**config.mk**
```make
export PLATFORM = sky130hd
export DESIGN_NAME = rscmb_top
export DESIGN_NICKNAME = d
export VERILOG_FILES = /design/src/rscmb_pkg.sv /design/src/rscmb_top.sv
export SDC_FILE = /design/constraint.sdc
export NUM_CORES = 1
export LEC_CHECK = 0
export BUFFER_PORTS_ARGS = -buffer_cell sky130_fd_sc_hd__buf_2
export CAP_MARGIN = 20
export CORE_MARGIN = 2
export CORE_UTILIZATION = 25
export CTS_CLUSTER_SIZE = 25
export DETAILED_ROUTE_END_ITERATION = 7
export PLACE_DENSITY = 0.47
export SLEW_MARGIN = 25
export SYNTH_ARGS = -nofsm -noshare
export SYNTH_HDL_FRONTEND = slang
export SYNTH_SLANG_ARGS = --single-unit
```
**constraint.sdc**
```tcl
create_clock -name aclk -period 2 [get_ports aclk]
set_clock_uncertainty 0.2 [all_clocks]
set_input_delay 0.3 -clock aclk [delete_from_list [all_inputs] [get_ports aclk]]
set_output_delay 0.3 -clock aclk [all_outputs]
set_load 0.01 [all_outputs]
```
**src/rscmb_pkg.sv**
```systemverilog
// Constants and types shared by the reset source combiner
// Overview of operation
// - Master reset output is asserted while any reset source is active.
// - Every reset kind sets its own cause flag in the status register.
// - Power-on reset clears all status flags and sets the power-on flag.
// - Software may set or clear any flag; setting never causes a reset.
// - Bit 15 is set by a trap conflict reset or by a software write.
// - Bit 14 is set by an illegal opcode, address mode or pointer reset.
// - Bits 13 down to 10 are unimplemented and always read zero.
// - Bit 9 is set by a configuration mismatch reset.
// - Bit 8 high keeps the regulator active in sleep; low lets it stand by.
// - Bit 7 is set by a reset from the external clear pin.
// - Bit 6 is set when a software reset instruction executes.
// - Bit 5 enables the watchdog; the configuration enable overrides it.
// - Bit 4 is set by a watchdog time-out.
// - Bit 3 is set after the device has been in sleep.
// - Bit 2 is set after the device has been in idle.
// - Bit 1 is set by a brown-out reset.
// - Bit 0 is set by a power-on reset.
package rscmb_pkg;

  // Register byte addresses
  localparam logic [3:0] ADDR_CAUSE   = 4'h0;
  localparam logic [3:0] ADDR_IRQ_ST  = 4'h4;
  localparam logic [3:0] ADDR_IRQ_MSK = 4'h8;
  localparam int         ADDR_W       = 4;

  // Field positions of reset_cause_status
  localparam int BIT_TRAP    = 15;
  localparam int BIT_ILLEGAL = 14;
  localparam int BIT_CFG_MISMATCH = 9;
  localparam int BIT_VREG    = 8;
  localparam int BIT_EXT     = 7;
  localparam int BIT_SOFT_RST = 6;
  localparam int BIT_WDTEN   = 5;
  localparam int BIT_WDT_TIMEOUT = 4;
  localparam int BIT_SLEEP   = 3;
  localparam int BIT_IDLE    = 2;
  localparam int BIT_BROWNOUT = 1;
  localparam int BIT_POR     = 0;

  // Implemented bits, cause flags only, and the value after power-on
  localparam logic [15:0] CAUSE_IMPL  = 16'hc3ff;
  localparam logic [15:0] CAUSE_FLAGS = 16'hc2df;
  localparam logic [15:0] CAUSE_POR   = 16'h0001;
  localparam logic [15:0] IRQ_MSK_RST = 16'h0000;

  localparam logic [1:0] RESP_OKAY   = 2'b00;
  localparam logic [1:0] RESP_SLVERR = 2'b10;

  // Reset source detectors and power-state events, all active high
  typedef struct packed {
    logic power_on;
    logic brownout;
    logic soft_reset;
    logic watchdog_timeout;
    logic config_mismatch;
    logic trap_conflict;
    logic illegal_condition;
    logic sleep_wake;
    logic idle_wake;
  } rscmb_src_t;

endpackage

```
**src/rscmb_top.sv**
```systemverilog
// Reset source combiner with cause register behind an AXI4-Lite slave
`timescale 1ns/1ns
`default_nettype none
module rscmb_top (
  input  wire logic               aclk,
  input  wire logic               aresetn,
  input  wire rscmb_pkg::rscmb_src_t sources,
  input  wire logic               external_clear_pin_n,
  input  wire logic               watchdog_config_enable,
  input  wire logic [3:0]         s_axi_awaddr,
  input  wire logic               s_axi_awvalid,
  output logic                    s_axi_awready,
  input  wire logic [31:0]        s_axi_wdata,
  input  wire logic [3:0]         s_axi_wstrb,
  input  wire logic               s_axi_wvalid,
  output logic                    s_axi_wready,
  output logic [1:0]              s_axi_bresp,
  output logic                    s_axi_bvalid,
  input  wire logic               s_axi_bready,
  input  wire logic [3:0]         s_axi_araddr,
  input  wire logic               s_axi_arvalid,
  output logic                    s_axi_arready,
  output logic [31:0]             s_axi_rdata,
  output logic [1:0]              s_axi_rresp,
  output logic                    s_axi_rvalid,
  input  wire logic               s_axi_rready,
  output logic                    master_reset_out,
  output logic                    watchdog_enable,
  output logic                    regulator_sleep_keep,
  output logic                    irq
);

  // Merge a 16-bit register with byte-lane write data
  function automatic logic [15:0] lane_merge(input logic [15:0] old,
                                             input logic [31:0] data,
                                             input logic [3:0]  strb);
    logic [15:0] res;
    res = old;
    if (strb[0]) begin
      res[7:0] = data[7:0];
    end
    if (strb[1]) begin
      res[15:8] = data[15:8];
    end
    return res;
  endfunction

  // Lane mask for write-one-to-clear
  function automatic logic [15:0] lane_ones(input logic [31:0] data,
                                            input logic [3:0]  strb);
    return {data[15:8] & {8{strb[1]}}, data[7:0] & {8{strb[0]}}};
  endfunction

  function automatic logic addr_ok(input logic [3:0] a);
    return (a == rscmb_pkg::ADDR_CAUSE) || (a == rscmb_pkg::ADDR_IRQ_ST) ||
           (a == rscmb_pkg::ADDR_IRQ_MSK);
  endfunction

  logic                awready_q;
  logic                wready_q;
  logic                aw_have_q;
  logic                w_have_q;
  logic [3:0]          awaddr_q;
  logic [31:0]         wdata_q;
  logic [3:0]          wstrb_q;
  logic                bvalid_q;
  logic [1:0]          bresp_q;
  logic                arready_q;
  logic                rvalid_q;
  logic [31:0]         rdata_q;
  logic [1:0]          rresp_q;
  logic [15:0]         cause_q;
  logic [15:0]         cause_d;
  logic [15:0]         irq_st_q;
  logic [15:0]         irq_st_d;
  logic [15:0]         irq_msk_q;
  logic                master_reset_q;
  logic                wdt_en_q;
  logic                vreg_keep_q;
  logic                irq_q;
  logic                do_wr;
  logic                wr_cause;
  logic                wr_irq_st;
  logic                wr_irq_msk;
  logic                any_source;
  logic [15:0]         hw_set;

  assign do_wr      = aw_have_q && w_have_q && !bvalid_q;
  assign wr_cause   = do_wr && (awaddr_q == rscmb_pkg::ADDR_CAUSE);
  assign wr_irq_st  = do_wr && (awaddr_q == rscmb_pkg::ADDR_IRQ_ST);
  assign wr_irq_msk = do_wr && (awaddr_q == rscmb_pkg::ADDR_IRQ_MSK);

  // Reset sources; the clear pin is active low
  assign any_source = sources.power_on || sources.brownout ||
                      !external_clear_pin_n || sources.soft_reset ||
                      sources.watchdog_timeout || sources.config_mismatch ||
                      sources.trap_conflict || sources.illegal_condition;

  // Hardware flag sets, one per cause
  always_comb begin
    hw_set                          = 16'h0000;
    hw_set[rscmb_pkg::BIT_TRAP]     = sources.trap_conflict;
    hw_set[rscmb_pkg::BIT_ILLEGAL]  = sources.illegal_condition;
    hw_set[rscmb_pkg::BIT_CFG_MISMATCH] = sources.config_mismatch;
    hw_set[rscmb_pkg::BIT_EXT]      = !external_clear_pin_n;
    hw_set[rscmb_pkg::BIT_SOFT_RST] = sources.soft_reset;
    hw_set[rscmb_pkg::BIT_WDT_TIMEOUT] = sources.watchdog_timeout;
    hw_set[rscmb_pkg::BIT_SLEEP]    = sources.sleep_wake;
    hw_set[rscmb_pkg::BIT_IDLE]     = sources.idle_wake;
    hw_set[rscmb_pkg::BIT_BROWNOUT] = sources.brownout;
    hw_set[rscmb_pkg::BIT_POR]      = sources.power_on;
  end

  // Cause register: hardware set wins over a software clear in one cycle
  always_comb begin
    if (sources.power_on) begin
      cause_d = rscmb_pkg::CAUSE_POR;
    end else begin
      cause_d = cause_q;
      if (wr_cause) begin
        // Software writes only store; they never feed the reset path
        cause_d = lane_merge(cause_q, wdata_q, wstrb_q);
      end
      cause_d = (cause_d | hw_set) & rscmb_pkg::CAUSE_IMPL;
    end
  end

  always_ff @(posedge aclk) begin
    if (!aresetn) begin
      cause_q <= rscmb_pkg::CAUSE_POR;
    end else begin
      cause_q <= cause_d;
    end
  end

  // Interrupt status, sticky per cause flag, write one to clear
  always_comb begin
    irq_st_d = irq_st_q;
    if (wr_irq_st) begin
      irq_st_d = irq_st_q & ~lane_ones(wdata_q, wstrb_q);
    end
    irq_st_d = irq_st_d | (hw_set & rscmb_pkg::CAUSE_FLAGS);
  end

  always_ff @(posedge aclk) begin
    if (!aresetn) begin
      irq_st_q <= 16'h0000;
    end else begin
      irq_st_q <= irq_st_d;
    end
  end

  always_ff @(posedge aclk) begin
    if (!aresetn) begin
      irq_msk_q <= rscmb_pkg::IRQ_MSK_RST;
    end else if (wr_irq_msk) begin
      irq_msk_q <= lane_merge(irq_msk_q, wdata_q, wstrb_q) &
                   rscmb_pkg::CAUSE_FLAGS;
    end
  end

  always_ff @(posedge aclk) begin
    if (!aresetn) begin
      irq_q <= 1'b0;
    end else begin
      irq_q <= |(irq_st_q & irq_msk_q);
    end
  end

  // Master reset held from reset release until every source is idle
  always_ff @(posedge aclk) begin
    if (!aresetn) begin
      master_reset_q <= 1'b1;
    end else begin
      master_reset_q <= any_source;
    end
  end

  // Control outputs derived from the control bits
  always_ff @(posedge aclk) begin
    if (!aresetn) begin
      wdt_en_q    <= 1'b0;
      vreg_keep_q <= 1'b0;
    end else begin
      wdt_en_q    <= cause_q[rscmb_pkg::BIT_WDTEN] ||
                     watchdog_config_enable;
      vreg_keep_q <= cause_q[rscmb_pkg::BIT_VREG];
    end
  end

  // Write address channel
  always_ff @(posedge aclk) begin
    if (!aresetn) begin
      awready_q <= 1'b0;
      aw_have_q <= 1'b0;
      awaddr_q  <= 4'h0;
    end else if (s_axi_awvalid && awready_q) begin
      awready_q <= 1'b0;
      aw_have_q <= 1'b1;
      awaddr_q  <= {s_axi_awaddr[3:2], 2'b00};
    end else if (do_wr) begin
      aw_have_q <= 1'b0;
    end else if (!aw_have_q && !bvalid_q) begin
      awready_q <= 1'b1;
    end
  end

  // Write data channel
  always_ff @(posedge aclk) begin
    if (!aresetn) begin
      wready_q <= 1'b0;
      w_have_q <= 1'b0;
      wdata_q  <= 32'h0000_0000;
      wstrb_q  <= 4'h0;
    end else if (s_axi_wvalid && wready_q) begin
      wready_q <= 1'b0;
      w_have_q <= 1'b1;
      wdata_q  <= s_axi_wdata;
      wstrb_q  <= s_axi_wstrb;
    end else if (do_wr) begin
      w_have_q <= 1'b0;
    end else if (!w_have_q && !bvalid_q) begin
      wready_q <= 1'b1;
    end
  end

  // Write response; unmapped addresses answer with a slave error
  always_ff @(posedge aclk) begin
    if (!aresetn) begin
      bvalid_q <= 1'b0;
      bresp_q  <= rscmb_pkg::RESP_OKAY;
    end else if (do_wr) begin
      bvalid_q <= 1'b1;
      bresp_q  <= addr_ok(awaddr_q) ? rscmb_pkg::RESP_OKAY
                                    : rscmb_pkg::RESP_SLVERR;
    end else if (bvalid_q && s_axi_bready) begin
      bvalid_q <= 1'b0;
    end
  end

  // Read channel: address taken, data one cycle later
  always_ff @(posedge aclk) begin
    if (!aresetn) begin
      arready_q <= 1'b0;
      rvalid_q  <= 1'b0;
      rdata_q   <= 32'h0000_0000;
      rresp_q   <= rscmb_pkg::RESP_OKAY;
    end else if (s_axi_arvalid && arready_q) begin
      arready_q <= 1'b0;
      rvalid_q  <= 1'b1;
      rresp_q   <= addr_ok({s_axi_araddr[3:2], 2'b00}) ?
                   rscmb_pkg::RESP_OKAY : rscmb_pkg::RESP_SLVERR;
      unique case ({s_axi_araddr[3:2], 2'b00})
        rscmb_pkg::ADDR_CAUSE:   rdata_q <= {16'h0000, cause_q};
        rscmb_pkg::ADDR_IRQ_ST:  rdata_q <= {16'h0000, irq_st_q};
        rscmb_pkg::ADDR_IRQ_MSK: rdata_q <= {16'h0000, irq_msk_q};
        default:                 rdata_q <= 32'h0000_0000;
      endcase
    end else if (rvalid_q && s_axi_rready) begin
      rvalid_q <= 1'b0;
    end else if (!rvalid_q) begin
      arready_q <= 1'b1;
    end
  end

  assign s_axi_awready        = awready_q;
  assign s_axi_wready         = wready_q;
  assign s_axi_bvalid         = bvalid_q;
  assign s_axi_bresp          = bresp_q;
  assign s_axi_arready        = arready_q;
  assign s_axi_rvalid         = rvalid_q;
  assign s_axi_rdata          = rdata_q;
  assign s_axi_rresp          = rresp_q;
  assign master_reset_out     = master_reset_q;
  assign watchdog_enable      = wdt_en_q;
  assign regulator_sleep_keep = vreg_keep_q;
  assign irq                  = irq_q;

endmodule
`default_nettype wire

```
## Word-level counts from Yosys, hierarchy flattened

Index checks and enable logic that the tools add are counted.

- Register bits after elaboration: 109
- Input port bits: 62
- Output and inout bits: 45
- Word-level logic and storage cells: 96

- Eq/ne operators: 4
- Muxes and demuxes: 15
- Bitwise operators: 11
- Reduce and logical (&&, ||, !) cells: 44

Operators by type and width:

| cell | number |
|---|---|
| $mux W16 | 3 |
| $pmux W16 S3 | 1 |
| $and A16 B16 Y16 | 2 |
| $or A16 B16 Y16 | 2 |
| $and A8 B8 Y8 | 2 |
| $mux W8 | 2 |
| $not A16 Y16 | 1 |
| $reduce_or A16 Y1 | 1 |
| $logic_and A1 B1 Y1 | 12 |
| $logic_or A1 B1 Y1 | 12 |
| $reduce_and A2 Y1 | 5 |
| $reduce_bool A2 Y1 | 4 |
| $reduce_or A2 Y1 | 4 |
| $mux W1 | 7 |
| $eq A2 B1 Y1 const B | 2 |
| $eq A2 B2 Y1 const B | 2 |
| $logic_not A1 Y1 | 4 |
| $logic_not A4 Y1 | 1 |
| $mux W2 | 2 |
| $not A1 Y1 | 4 |
| $logic_not A2 Y1 | 1 |

## Logic depth before layout (Yosys ltp)

Gate-level depths: netlist of the first run.

- Depth in word-level cells: 7
- Gate-level depth with buffers: 5
- Gate-level depth less buffers: 3

## Worst setup path before layout of the first run

Ideal clock, no wire load.

- Path type: register to register
- Start point: reg bvalid_q, in the netlist s_axi_bvalid
- End point: reg cause_q[7]
- Library setup time: 0.132 ns
- Arrival: 1.155 ns
- Data required time: 1.668 ns
- Setup slack: 0.512 ns
- Cell stages (with the launch flop): 6
- Path buffers: 2
- Clock period less this slack: 1.488 ns
- Path through: dfxtp_1 > and4b_1 > buf_4 > buf_6 > a31oi_1 > a21oi_1

- Longest elaborated chain between the ends: 6

Ends and longest elaborated chain:

| item | line | RTL |
|---|---|---|
| from (decl) | rscmb_top.sv:66 | `logic bvalid_q;` |
| from (signal assigned) | rscmb_top.sv:230 | `bvalid_q <= 1'b0;` |
| from (signal assigned) | rscmb_top.sv:233 | `bvalid_q <= 1'b1;` |
| from (signal assigned) | rscmb_top.sv:237 | `bvalid_q <= 1'b0;` |
| $logic_not A1 Y1 | rscmb_top.sv:88 | `assign do_wr = aw_have_q && w_have_q && !bvalid_q;` |
| $logic_and A1 B1 Y1 | rscmb_top.sv:88 |  |
| $logic_and A1 B1 Y1 | rscmb_top.sv:89 | `assign wr_cause = do_wr && (awaddr_q == rscmb_pkg::ADDR_CAUSE);` |
| $mux W16 | rscmb_top.sv:120 | `if (wr_cause) begin` |
| $mux W16 | rscmb_top.sv:116 | `if (sources.power_on) begin` |
| $or A16 B16 Y16 | rscmb_top.sv:124 | `cause_d = (cause_d \| hw_set) & rscmb_pkg::CAUSE_IMPL;` |
| to (signal assigned) | rscmb_top.sv:130 | `cause_q <= rscmb_pkg::CAUSE_POR;` |
| to (signal assigned) | rscmb_top.sv:132 | `cause_q <= cause_d;` |
| to (decl) | rscmb_top.sv:72 | `logic [15:0] cause_q;` |

No other way between the ends. The select of a mux whose other input is x is not followed.
A chain may end at the register's enable or synchronous reset.

## Worst setup path in the final report of the first run

- Start point: in aresetn
- End point: reg irq_q, in the netlist irq

RTL lines:

| item | line | RTL |
|---|---|---|
| from (decl) | rscmb_top.sv:6 | `input wire logic aresetn,` |
| to (signal assigned) | rscmb_top.sv:166 | `irq_q <= \|(irq_st_q & irq_msk_q);` |
| to (decl) | rscmb_top.sv:80 | `logic irq_q;` |

No word-level cell between the ends.

==> reports/results.ini, run 1 <==
[outcome]
status = complete, no violations

[clock_network]
clockRootBuffer = clkbuf_16
cts_tree = done
cts.htree.levels = 3
cts_sinks = 87
postCtsSetupRepairBufs = 0
clk_pin_slew_ps = 60
clk_path_buf_depth = 2
numCtsBuffers = 9
clock_latency_ps = 330

[worst_setup_path]
slowest_delay_ps = 550
cp_top_family = buffers and inverters
timing.critical_path.cells = dlygate4sd3_1 -> buf_2 -> inv_1 -> buf_4 -> a31oi_1
crit_type = primary input to flip-flop
cp-end-kind = flip-flop
crit_slowest_cell = dlygate4sd3_1
cp-start-kind = primary input
required_ps = 2010
crit_buf_inv = 4
crit_fanout = 31
arrival_ps = 1710

[pwr]
total_power_mw = 3.83
ir_drop_uv = 408
power_leakage_nw = 1.79
p_per_area_nw_per_um2 = 880

[place]
port_buffers = 66
gp_congestion = 0.838
place_ws_ps = 340
dp_hpwl_um = 7020

[routing]
wl_met3_um = 516
first_iter_violations = 172
drt_first_pass_iters = 4
top_layer = met5
ant_nets = 0
m1WireLength_um = 4790
met2WireLength_um = 4100
routed_wl_um = 9540
post-route-drc-count = 0
routedWlPerCell_um = 14.5
viasPerCell = 4.57
num_vias = 3019

[sta]
setup_ws_ps = 292
fin_tns_setup_ps = 0
slew_headroom = 0.534
fmaxAchievable_ghz = 0.585
rsz0062_at_grt = false
finalHoldViolations = 0
tightest_slew_ps = 698
drv_slew = 0
min_period_ps = 1710
post-route-period-util = 0.854
setup_viol = 0

[die]
core_area_sq_um = 13800
ios = 107
initial_core_util = 0.255
rows = 43
dieWidth_um = 123
dieHeight_um = 123
die_area_sq_um = 15100

[layout]
drive_gt1_frac = 0.210
num-nets-final = 537
diodes = 0
postLayoutCoreUtil = 0.315
final_cell_mix = dfxtp_1 (87), buf_2 (66), a21oi_1 (57), nand2_1 (50), o21ai_0 (33)
layout_commonest_cell = dfxtp_1
area_growth_pct = 23.4

[synthesis]
synth-seq-area-share = 0.494
synth_warnings = 0
synth_area_sq_um = 3530
synth_cell_types = 34
synthArstFlopShare = 0
syn_inst = 404
ys_seq_elements = 87
ys.flop_type = dfxtp_1
syn_area_per_cell_sq_um = 8.73
synth_edf_count = 0

[global_route]
grt_max_degree = 32
grt_pass1_vias = 2878
overflow = 0
antenna_found_initial = 1
track_usage = 0.131
grt_pass1_wl_um = 15400

[hold_path]
min_path_type = primary input to flip-flop

[flow_run]
maxCapViolations = 0

worst reg2reg max path, stage by stage (launching register included):
cell	delay, ps
dfxtp_1	410
nand2_1	170
buf_4	210
or3_1	350
a21oi_1	140
cell usage after synthesis (all sizes together) (2+ instances only):
library cell | n | area share
a21oi | 57 | 0.081
a221oi | 2 | 0.0050
a22o | 12 | 0.030
a22oi | 5 | 0.011
a31oi | 20 | 0.035
and2 | 3 | 0.0053
and4b | 3 | 0.0085
buf | 30 | 0.057
clkbuf | 13 | 0.014
dfxtp | 87 | 0.49
inv | 15 | 0.016
mux2i | 13 | 0.037
nand2 | 50 | 0.053
nand2b | 5 | 0.0089
nand3 | 15 | 0.021
nand4 | 3 | 0.0053
nand4b | 2 | 0.0067
nor2 | 14 | 0.016
nor2b | 2 | 0.0035
nor3 | 2 | 0.0028
o21ai | 33 | 0.047
o2bb2ai | 10 | 0.025
or3 | 2 | 0.0035
timing repair:
| action | 4_1_cts | 5_1_grt |
|---|---|---|
| hold endpoints to repair | 3 | 0 |
| endpoints found under the setup margin | 0 | 1 |
| hold buffers | 3 | 0 |
| gates resized for setup | 0 | 1 |
final timing paths:
path	start	endpoint	slack, ps	cells past startpoint
min reg2reg	wdata_q[13]	irq_st_q[13]	230	1
min	sources[8]	cause_q[0]	6	3
max	aresetn	irq	290	5
max reg2reg	s_axi_arready	s_axi_rdata[5]	450	4
kinds of logic after synthesis:
logic type | after synthesis | share of synthesized area
other cells | 1 | 0.00106
compound gates | 141 | 0.239
flops | 87 | 0.494
simple gates | 104 | 0.142
mux | 13 | 0.0369
buf+inv | 58 | 0.0873
layer usage:
layer	global-route usage	up-vias
met5	0	-
met4	0.0409	2
met3	0.0316	10
met2	0.197	83
met1	0.185	1389
li1	-	1535
report_power, final:
part / total, mW / leakage, nW / internal [mW] / switching (mW)
clock: 1.66 / 0.140 / 1.00 / 0.658
sequential: 1.85 / 0.709 / 1.79 / 0.0566
combinational: 0.318 / 0.937 / 0.124 / 0.194
through the flow:
step	hold WS (ps)	cells	cell area, sq um
final	6.03	660	4350
after global routing	1.92	660	4350
after CTS	1.74	660	4340
after detailed placement	221	641	4020
after global placement	219	641	4020
after floorplan	187	421	3590
flip-flops by register name, indices dropped and copies added (netlist names), 2 cells and up:
name	cells
awaddr_q	2
wdata_q	16
irq_msk_q	10
cause_q	12
wstrb_q	2
s_axi_rdata	16
irq_st_q	16
area by class of cell:
class	instances	area (sq um)
sequential	87	1740
fill	1472	9480
timing repair buffer	86	488
inverter	15	56.3
multi-input combinational	276	1550
tap	180	225
clock buffer	13	250
clock inverter	3	42.5
No activity file was read; power rests on OpenSTA's default activity.
==> inputs of run 2 (changes only) <==
Settings changed: HOLD_SLACK_MARGIN from default to 0.06.
==> reports/results.ini, run 2 (same netlist as run 1, synthesis figures left out) <==
[clock_network]
cts_sinks = 87  ; unchanged
clk_path_buf_depth = 2  ; unchanged
cts_tree = done
numCtsBuffers = 9  ; unchanged
clockRootBuffer = clkbuf_16
clock_latency_ps = 330  ; about the same
clk_pin_slew_ps = 60  ; about the same
cts.htree.levels = 3  ; unchanged

[global_route]
grt_max_degree = 32  ; unchanged
antenna_found_initial = 0  ; -1
grt_pass1_vias = 3012  ; +4.7%
grt_pass1_wl_um = 15800  ; +2.4%
overflow = 0  ; unchanged
track_usage = 0.134  ; +0.00274

[worst_setup_path]
cp_top_family = simple AND/OR/NAND/NOR gates
cp-start-kind = primary input
arrival_ps = 1750  ; +40 ps
cp-end-kind = flip-flop
r2r_slack_ps = 450  ; about the same
slowest_delay_ps = 550  ; about the same
crit_slowest_cell = dlygate4sd3_1
cp-endpoint = master_reset_out
crit_fanout = 4  ; -87%
required_ps = 1990  ; -20 ps
r2r-end = s_axi_rdata[5]
crit_path_start = sources[2]
timing.critical_path.cells = dlygate4sd3_1 -> buf_2 -> or4_1 -> nor2_1 -> nand4_1
r2r-start = s_axi_arready
r2r_cells = 4  ; unchanged
crit_type = primary input to flip-flop
crit_buf_inv = 2  ; -2
crit_cells = 5  ; unchanged

[pwr]
switching_share = 0.237  ; -0.000731
p_int_mw = 2.96  ; +1.3%
ir_drop_uv = 409  ; +0.25%
p_sw_mw = 0.917  ; +0.94%
sequentialPowerShare = 0.477  ; -0.006
power_leakage_nw = 1.92  ; +7.2%
combPwrFrac = 0.094  ; +0.011
p_per_area_nw_per_um2 = 831  ; -5.5%
p_clk_frac = 0.428  ; -0.006

[place]
gp_congestion = 0.838  ; unchanged
place_ws_ps = 340  ; unchanged
port_buffers = 66  ; unchanged
dp_hpwl_um = 7020  ; unchanged

[layout]
area_growth_pct = 32.2
layout_commonest_cell = dfxtp_1
drive_gt1_frac = 0.198  ; -0.0128
final_cell_mix = dfxtp_1 (87), buf_2 (66), a21oi_1 (57), nand2_1 (50), dlygate4sd3_1 (34)
nFillCells = 1445  ; -1.8%
diodes = 0  ; unchanged
num-nets-final = 568  ; +5.8%

[routing]
num_vias = 3136  ; +3.9%
first_iter_violations = 177  ; +2.9%
drt_first_pass_iters = 4  ; unchanged
ant_nets = 0  ; unchanged
routedWlPerCell_um = 14.1  ; -2.4%
post-route-drc-count = 0  ; unchanged
routed_wl_um = 9750  ; +2.2%
viasPerCell = 4.54  ; -0.78%

[sta]
fmaxAchievable_ghz = 0.569  ; -2.8%
slew_headroom = 0.530  ; -0.00382
min_period_ps = 1760  ; +49.9 ps
post-route-period-util = 0.879  ; +0.0250
drv_slew = 0  ; unchanged
tightest_slew_ps = 704  ; +5.72 ps
setup_ws_ps = 242  ; -49.9 ps
finalHoldViolations = 0  ; unchanged
fin_tns_setup_ps = 0  ; unchanged
rsz0062_at_grt = false
setup_viol = 0  ; unchanged

[hold_path]
min_path_type = primary input to flip-flop
min_path_cells = 3  ; unchanged

[die]
rows = 43  ; unchanged
dieHeight_um = 123  ; unchanged
initial_core_util = 0.255  ; unchanged
core_area_sq_um = 13800  ; unchanged
ios = 107  ; unchanged
dieWidth_um = 123  ; unchanged
die_area_sq_um = 15100  ; unchanged

[flow_run]
maxCapViolations = 0  ; unchanged

[outcome]
status = complete, no violations

## run 2: tightest hold or removal path, stage by stage
cell     delay [ps]
buf_2           120
inv_1            70
a31oi_1          70
## run 2: what timing repair did
| item | CTS | global route |
|---|---|---|
| endpoints found under the setup margin | 0 | 1 |
| endpoints found under the hold margin | 35 | 0 |
| resized for setup | 0 | 1 |
| setup buffers | 0 | 0 |
| hold buffers | 34 | 0 |
## run 2: layout make-up
type                    instances  area [sq um]  share of cell area
multi-input cells             276          1550               0.332
well taps                     180           225              0.0483
clock buffers                  13           250              0.0537
inverters                      15          56.3              0.0121
repair buffers                117           798               0.171
clock inverters                 3          42.5             0.00913
flip-flops and latches         87          1740               0.374
## run 2: power groups by stage
stage          Sequential [mW]  Combinational (mW)  Clock (mW)
2_1_floorplan             1.88               0.211           0
3_3_place_gp              1.89               0.307           0
3_5_place_dp              1.89               0.312           0
4_1_cts                   1.85               0.364        1.70
5_1_grt                   1.86               0.405        1.80
6_report                  1.85               0.365        1.66
## run 2: routing by layer
layer  GRT usage  wire (um)  vias up
met5           0          0        -
met4      0.0409        117        0
met3      0.0293        540        7
met2       0.206       4240       91
met1       0.188       4840     1438
li1            -          -     1600
## run 2: stage by stage
step / area, sq um / utilization / cells / power [mW] / hold slack, ps
after global placement: 4020 / 0.291 / 641 / 2.19 / 219
after floorplan: 3590 / - / 421 / 2.09 / 187
after detailed placement: 4020 / 0.291 / 641 / 2.20 / 221
after global routing: 4660 / 0.337 / 691 / 4.06 / 78.8
final: 4660 / 0.337 / 691 / 3.88 / 75.2
after CTS: 4650 / 0.337 / 691 / 3.92 / 66.2
## run 2: worst min-delay path by stage
| stage | startpoint | endpoint | slack, ps |
|---|---|---|---|
| finish | sources[6] | irq_st_q[6] | 80 |
| global route | sources[6] | master_reset_out | 80 |
| CTS | sources[6] | irq_st_q[6] | 70 |
| detailed placement | wdata_q[13] | irq_st_q[13] | 220 |
| global placement | wdata_q[12] | irq_st_q[12] | 220 |
| floorplan | external_clear_pin_n | master_reset_out | 190 |
==> inputs of run 3 (changes only) <==
--- a/config.mk
+++ b/config.mk
@@ -19 +19,2 @@
 export SYNTH_SLANG_ARGS = --single-unit
+export TNS_END_PERCENT = 10
==> constraint.sdc (replaced) <==
create_clock -name aclk -period 1.8 [get_ports aclk]
set_clock_uncertainty 0.2 [all_clocks]
set_input_delay 0.27 -clock aclk [delete_from_list [all_inputs] [get_ports aclk]]
set_output_delay 0.27 -clock aclk [all_outputs]
set_load 0.005 [all_outputs]
==> reports/results.ini, run 3 (same netlist as run 1, synthesis figures left out) <==
[routing]
num_vias = 3173  ; +1.2%
ant_nets = 0  ; unchanged
routed_wl_um = 9930  ; +1.9%
viasPerCell = 4.56  ; +0.45%
routedWlPerCell_um = 14.3  ; +1.1%
first_iter_violations = 185  ; +4.5%
drt_first_pass_iters = 5  ; +1
post-route-drc-count = 0  ; unchanged

[pwr]
ir_drop_uv = 390  ; -4.7%
power_leakage_nw = 1.93  ; +0.80%
p_per_area_nw_per_um2 = 912  ; +9.7%

[sta]
min_period_ps = 1710
setup_viol = 0  ; unchanged
finalHoldViolations = 0  ; unchanged
tightest_slew_ps = 686  ; -17.9 ps
fin_tns_setup_ps = 0  ; unchanged
setup_ws_ps = 93.0  ; -149 ps
post-route-period-util = 0.948
hold-worst-slack_ps = 85.2  ; +10.0 ps
rsz0062_at_grt = false
drv_slew = 0  ; unchanged
fmaxAchievable_ghz = 0.586
slew_headroom = 0.542  ; +0.0119

[clock_network]
cts.htree.levels = 3  ; unchanged
postCtsSetupRepairBufs = 0  ; unchanged
cts_sinks = 87  ; unchanged
clock_latency_ps = 340  ; about the same
cts_tree = done
clockRootBuffer = clkbuf_16
clk_path_buf_depth = 2  ; unchanged
clk_pin_slew_ps = 60  ; about the same
numCtsBuffers = 9  ; unchanged

[worst_setup_path]
arrival_ps = 1780  ; +30 ps
cp-start-kind = primary input
crit_type = primary input to flip-flop
crit_fanout = 8  ; +4
cp-end-kind = flip-flop
crit_slowest_cell = dlygate4sd3_1
cp_top_family = buffers and inverters
crit_buf_inv = 3  ; +1
required_ps = 1870  ; -120 ps
timing.critical_path.cells = dlygate4sd3_1 -> buf_2 -> nand2_1 -> buf_4 -> or3_1 -> a21oi_1
slowest_delay_ps = 520  ; -30 ps

[global_route]
track_usage = 0.137  ; +0.00321
grt_max_degree = 32  ; unchanged
grt_pass1_wl_um = 16000  ; +0.96%
overflow = 0  ; unchanged
grt_pass1_vias = 3151  ; +4.6%
antenna_found_initial = 0  ; unchanged

[layout]
num-nets-final = 573  ; +0.88%
area_growth_pct = 33.7
layout_commonest_cell = dfxtp_1
drive_gt1_frac = 0.205  ; +0.00777
diodes = 0  ; unchanged
final_cell_mix = dfxtp_1 (87), buf_2 (66), a21oi_1 (57), nand2_1 (50), dlygate4sd3_1 (38)

[die]
die_area_sq_um = 15100  ; unchanged
rows = 43  ; unchanged
dieHeight_um = 123  ; unchanged
initial_core_util = 0.255  ; unchanged
ios = 107  ; unchanged
dieWidth_um = 123  ; unchanged
core_area_sq_um = 13800  ; unchanged

[hold_path]
min_path_type = primary input to flip-flop

[flow_run]
maxCapViolations = 0  ; unchanged

[outcome]
status = complete, no violations

[place]
place_ws_ps = 196  ; -144 ps
dp_hpwl_um = 7040  ; +0.31%
port_buffers = 66  ; unchanged
gp_congestion = 0.870  ; +3.8%

[run 3: cell count changes in the layout (fill, tap and decap cells not counted)]
cell           delta
clkinv_2          +1
buf_4             +1
clkbuf_8          -1
clkinvlp_4        +2
and2_1            -1
clkbuf_1          -3
and2_2            +1
dlygate4sd3_1     +4
inv_6             +1
[run 3: worst reg2reg max path: stages, from the launching register on]
cell	delay, ps
dfxtp_1	450
nand4b_2	210
buf_4	230
o21ai_0	190
a21oi_1	90
[run 3: metal layers]
| layer | GRT usage | part of all wire | up-vias |
|---|---|---|---|
| li1 | - | - | 1619 |
| met4 | 0.0575 | 0.015 | 0 |
| met5 | 0 | 0 | - |
| met3 | 0.0256 | 0.053 | 12 |
| met1 | 0.181 | 0.48 | 1453 |
| met2 | 0.221 | 0.46 | 89 |
[run 3: metrics by stage]
stage                     power [mW]  instances  instance area [sq um]  utilization
after floorplan                 2.31        421                   3590            -
after global placement          2.43        642                   4030        0.291
after detailed placement        2.43        642                   4030        0.291
after CTS                       4.34        696                   4710        0.340
after global routing            4.48        696                   4710        0.341
final                           4.30        696                   4710        0.341
[run 3: power by group]
group	internal, mW	switching, mW	total (mW)	leakage [nW]
logic	0.186	0.217	0.402	1.08
registers	1.99	0.0612	2.05	0.709
clock network	1.07	0.768	1.84	0.138
[run 3: layout make-up]
cell class	instances	area, sq um
Multi-Input combinational cell	276	1550
Fill cell	1424	9110
Clock inverter	7	71.3
Inverter	15	56.3
Timing Repair Buffer	122	846
Clock buffer	9	225
Tap cell	180	225
Sequential cell	87	1740
[run 3: what timing repair did]
action	4_1_cts	5_1_grt
hold endpoints to repair	45	0
gates resized for setup	0	2
hold buffers	38	0
setup endpoints to repair	0	15
[run 3: final timing paths]
kind | cells past startpoint | slack [ps] | end | start
worst max-delay path | 6 | 90 | s_axi_rdata[8] | s_axi_arvalid
worst min-delay path | 3 | 90 | s_axi_rresp[1] | s_axi_araddr[2]
worst max register to register | 4 | 330 | cause_q[7] | w_have_q
worst min register to register | 1 | 230 | irq_st_q[10] | wdata_q[10]
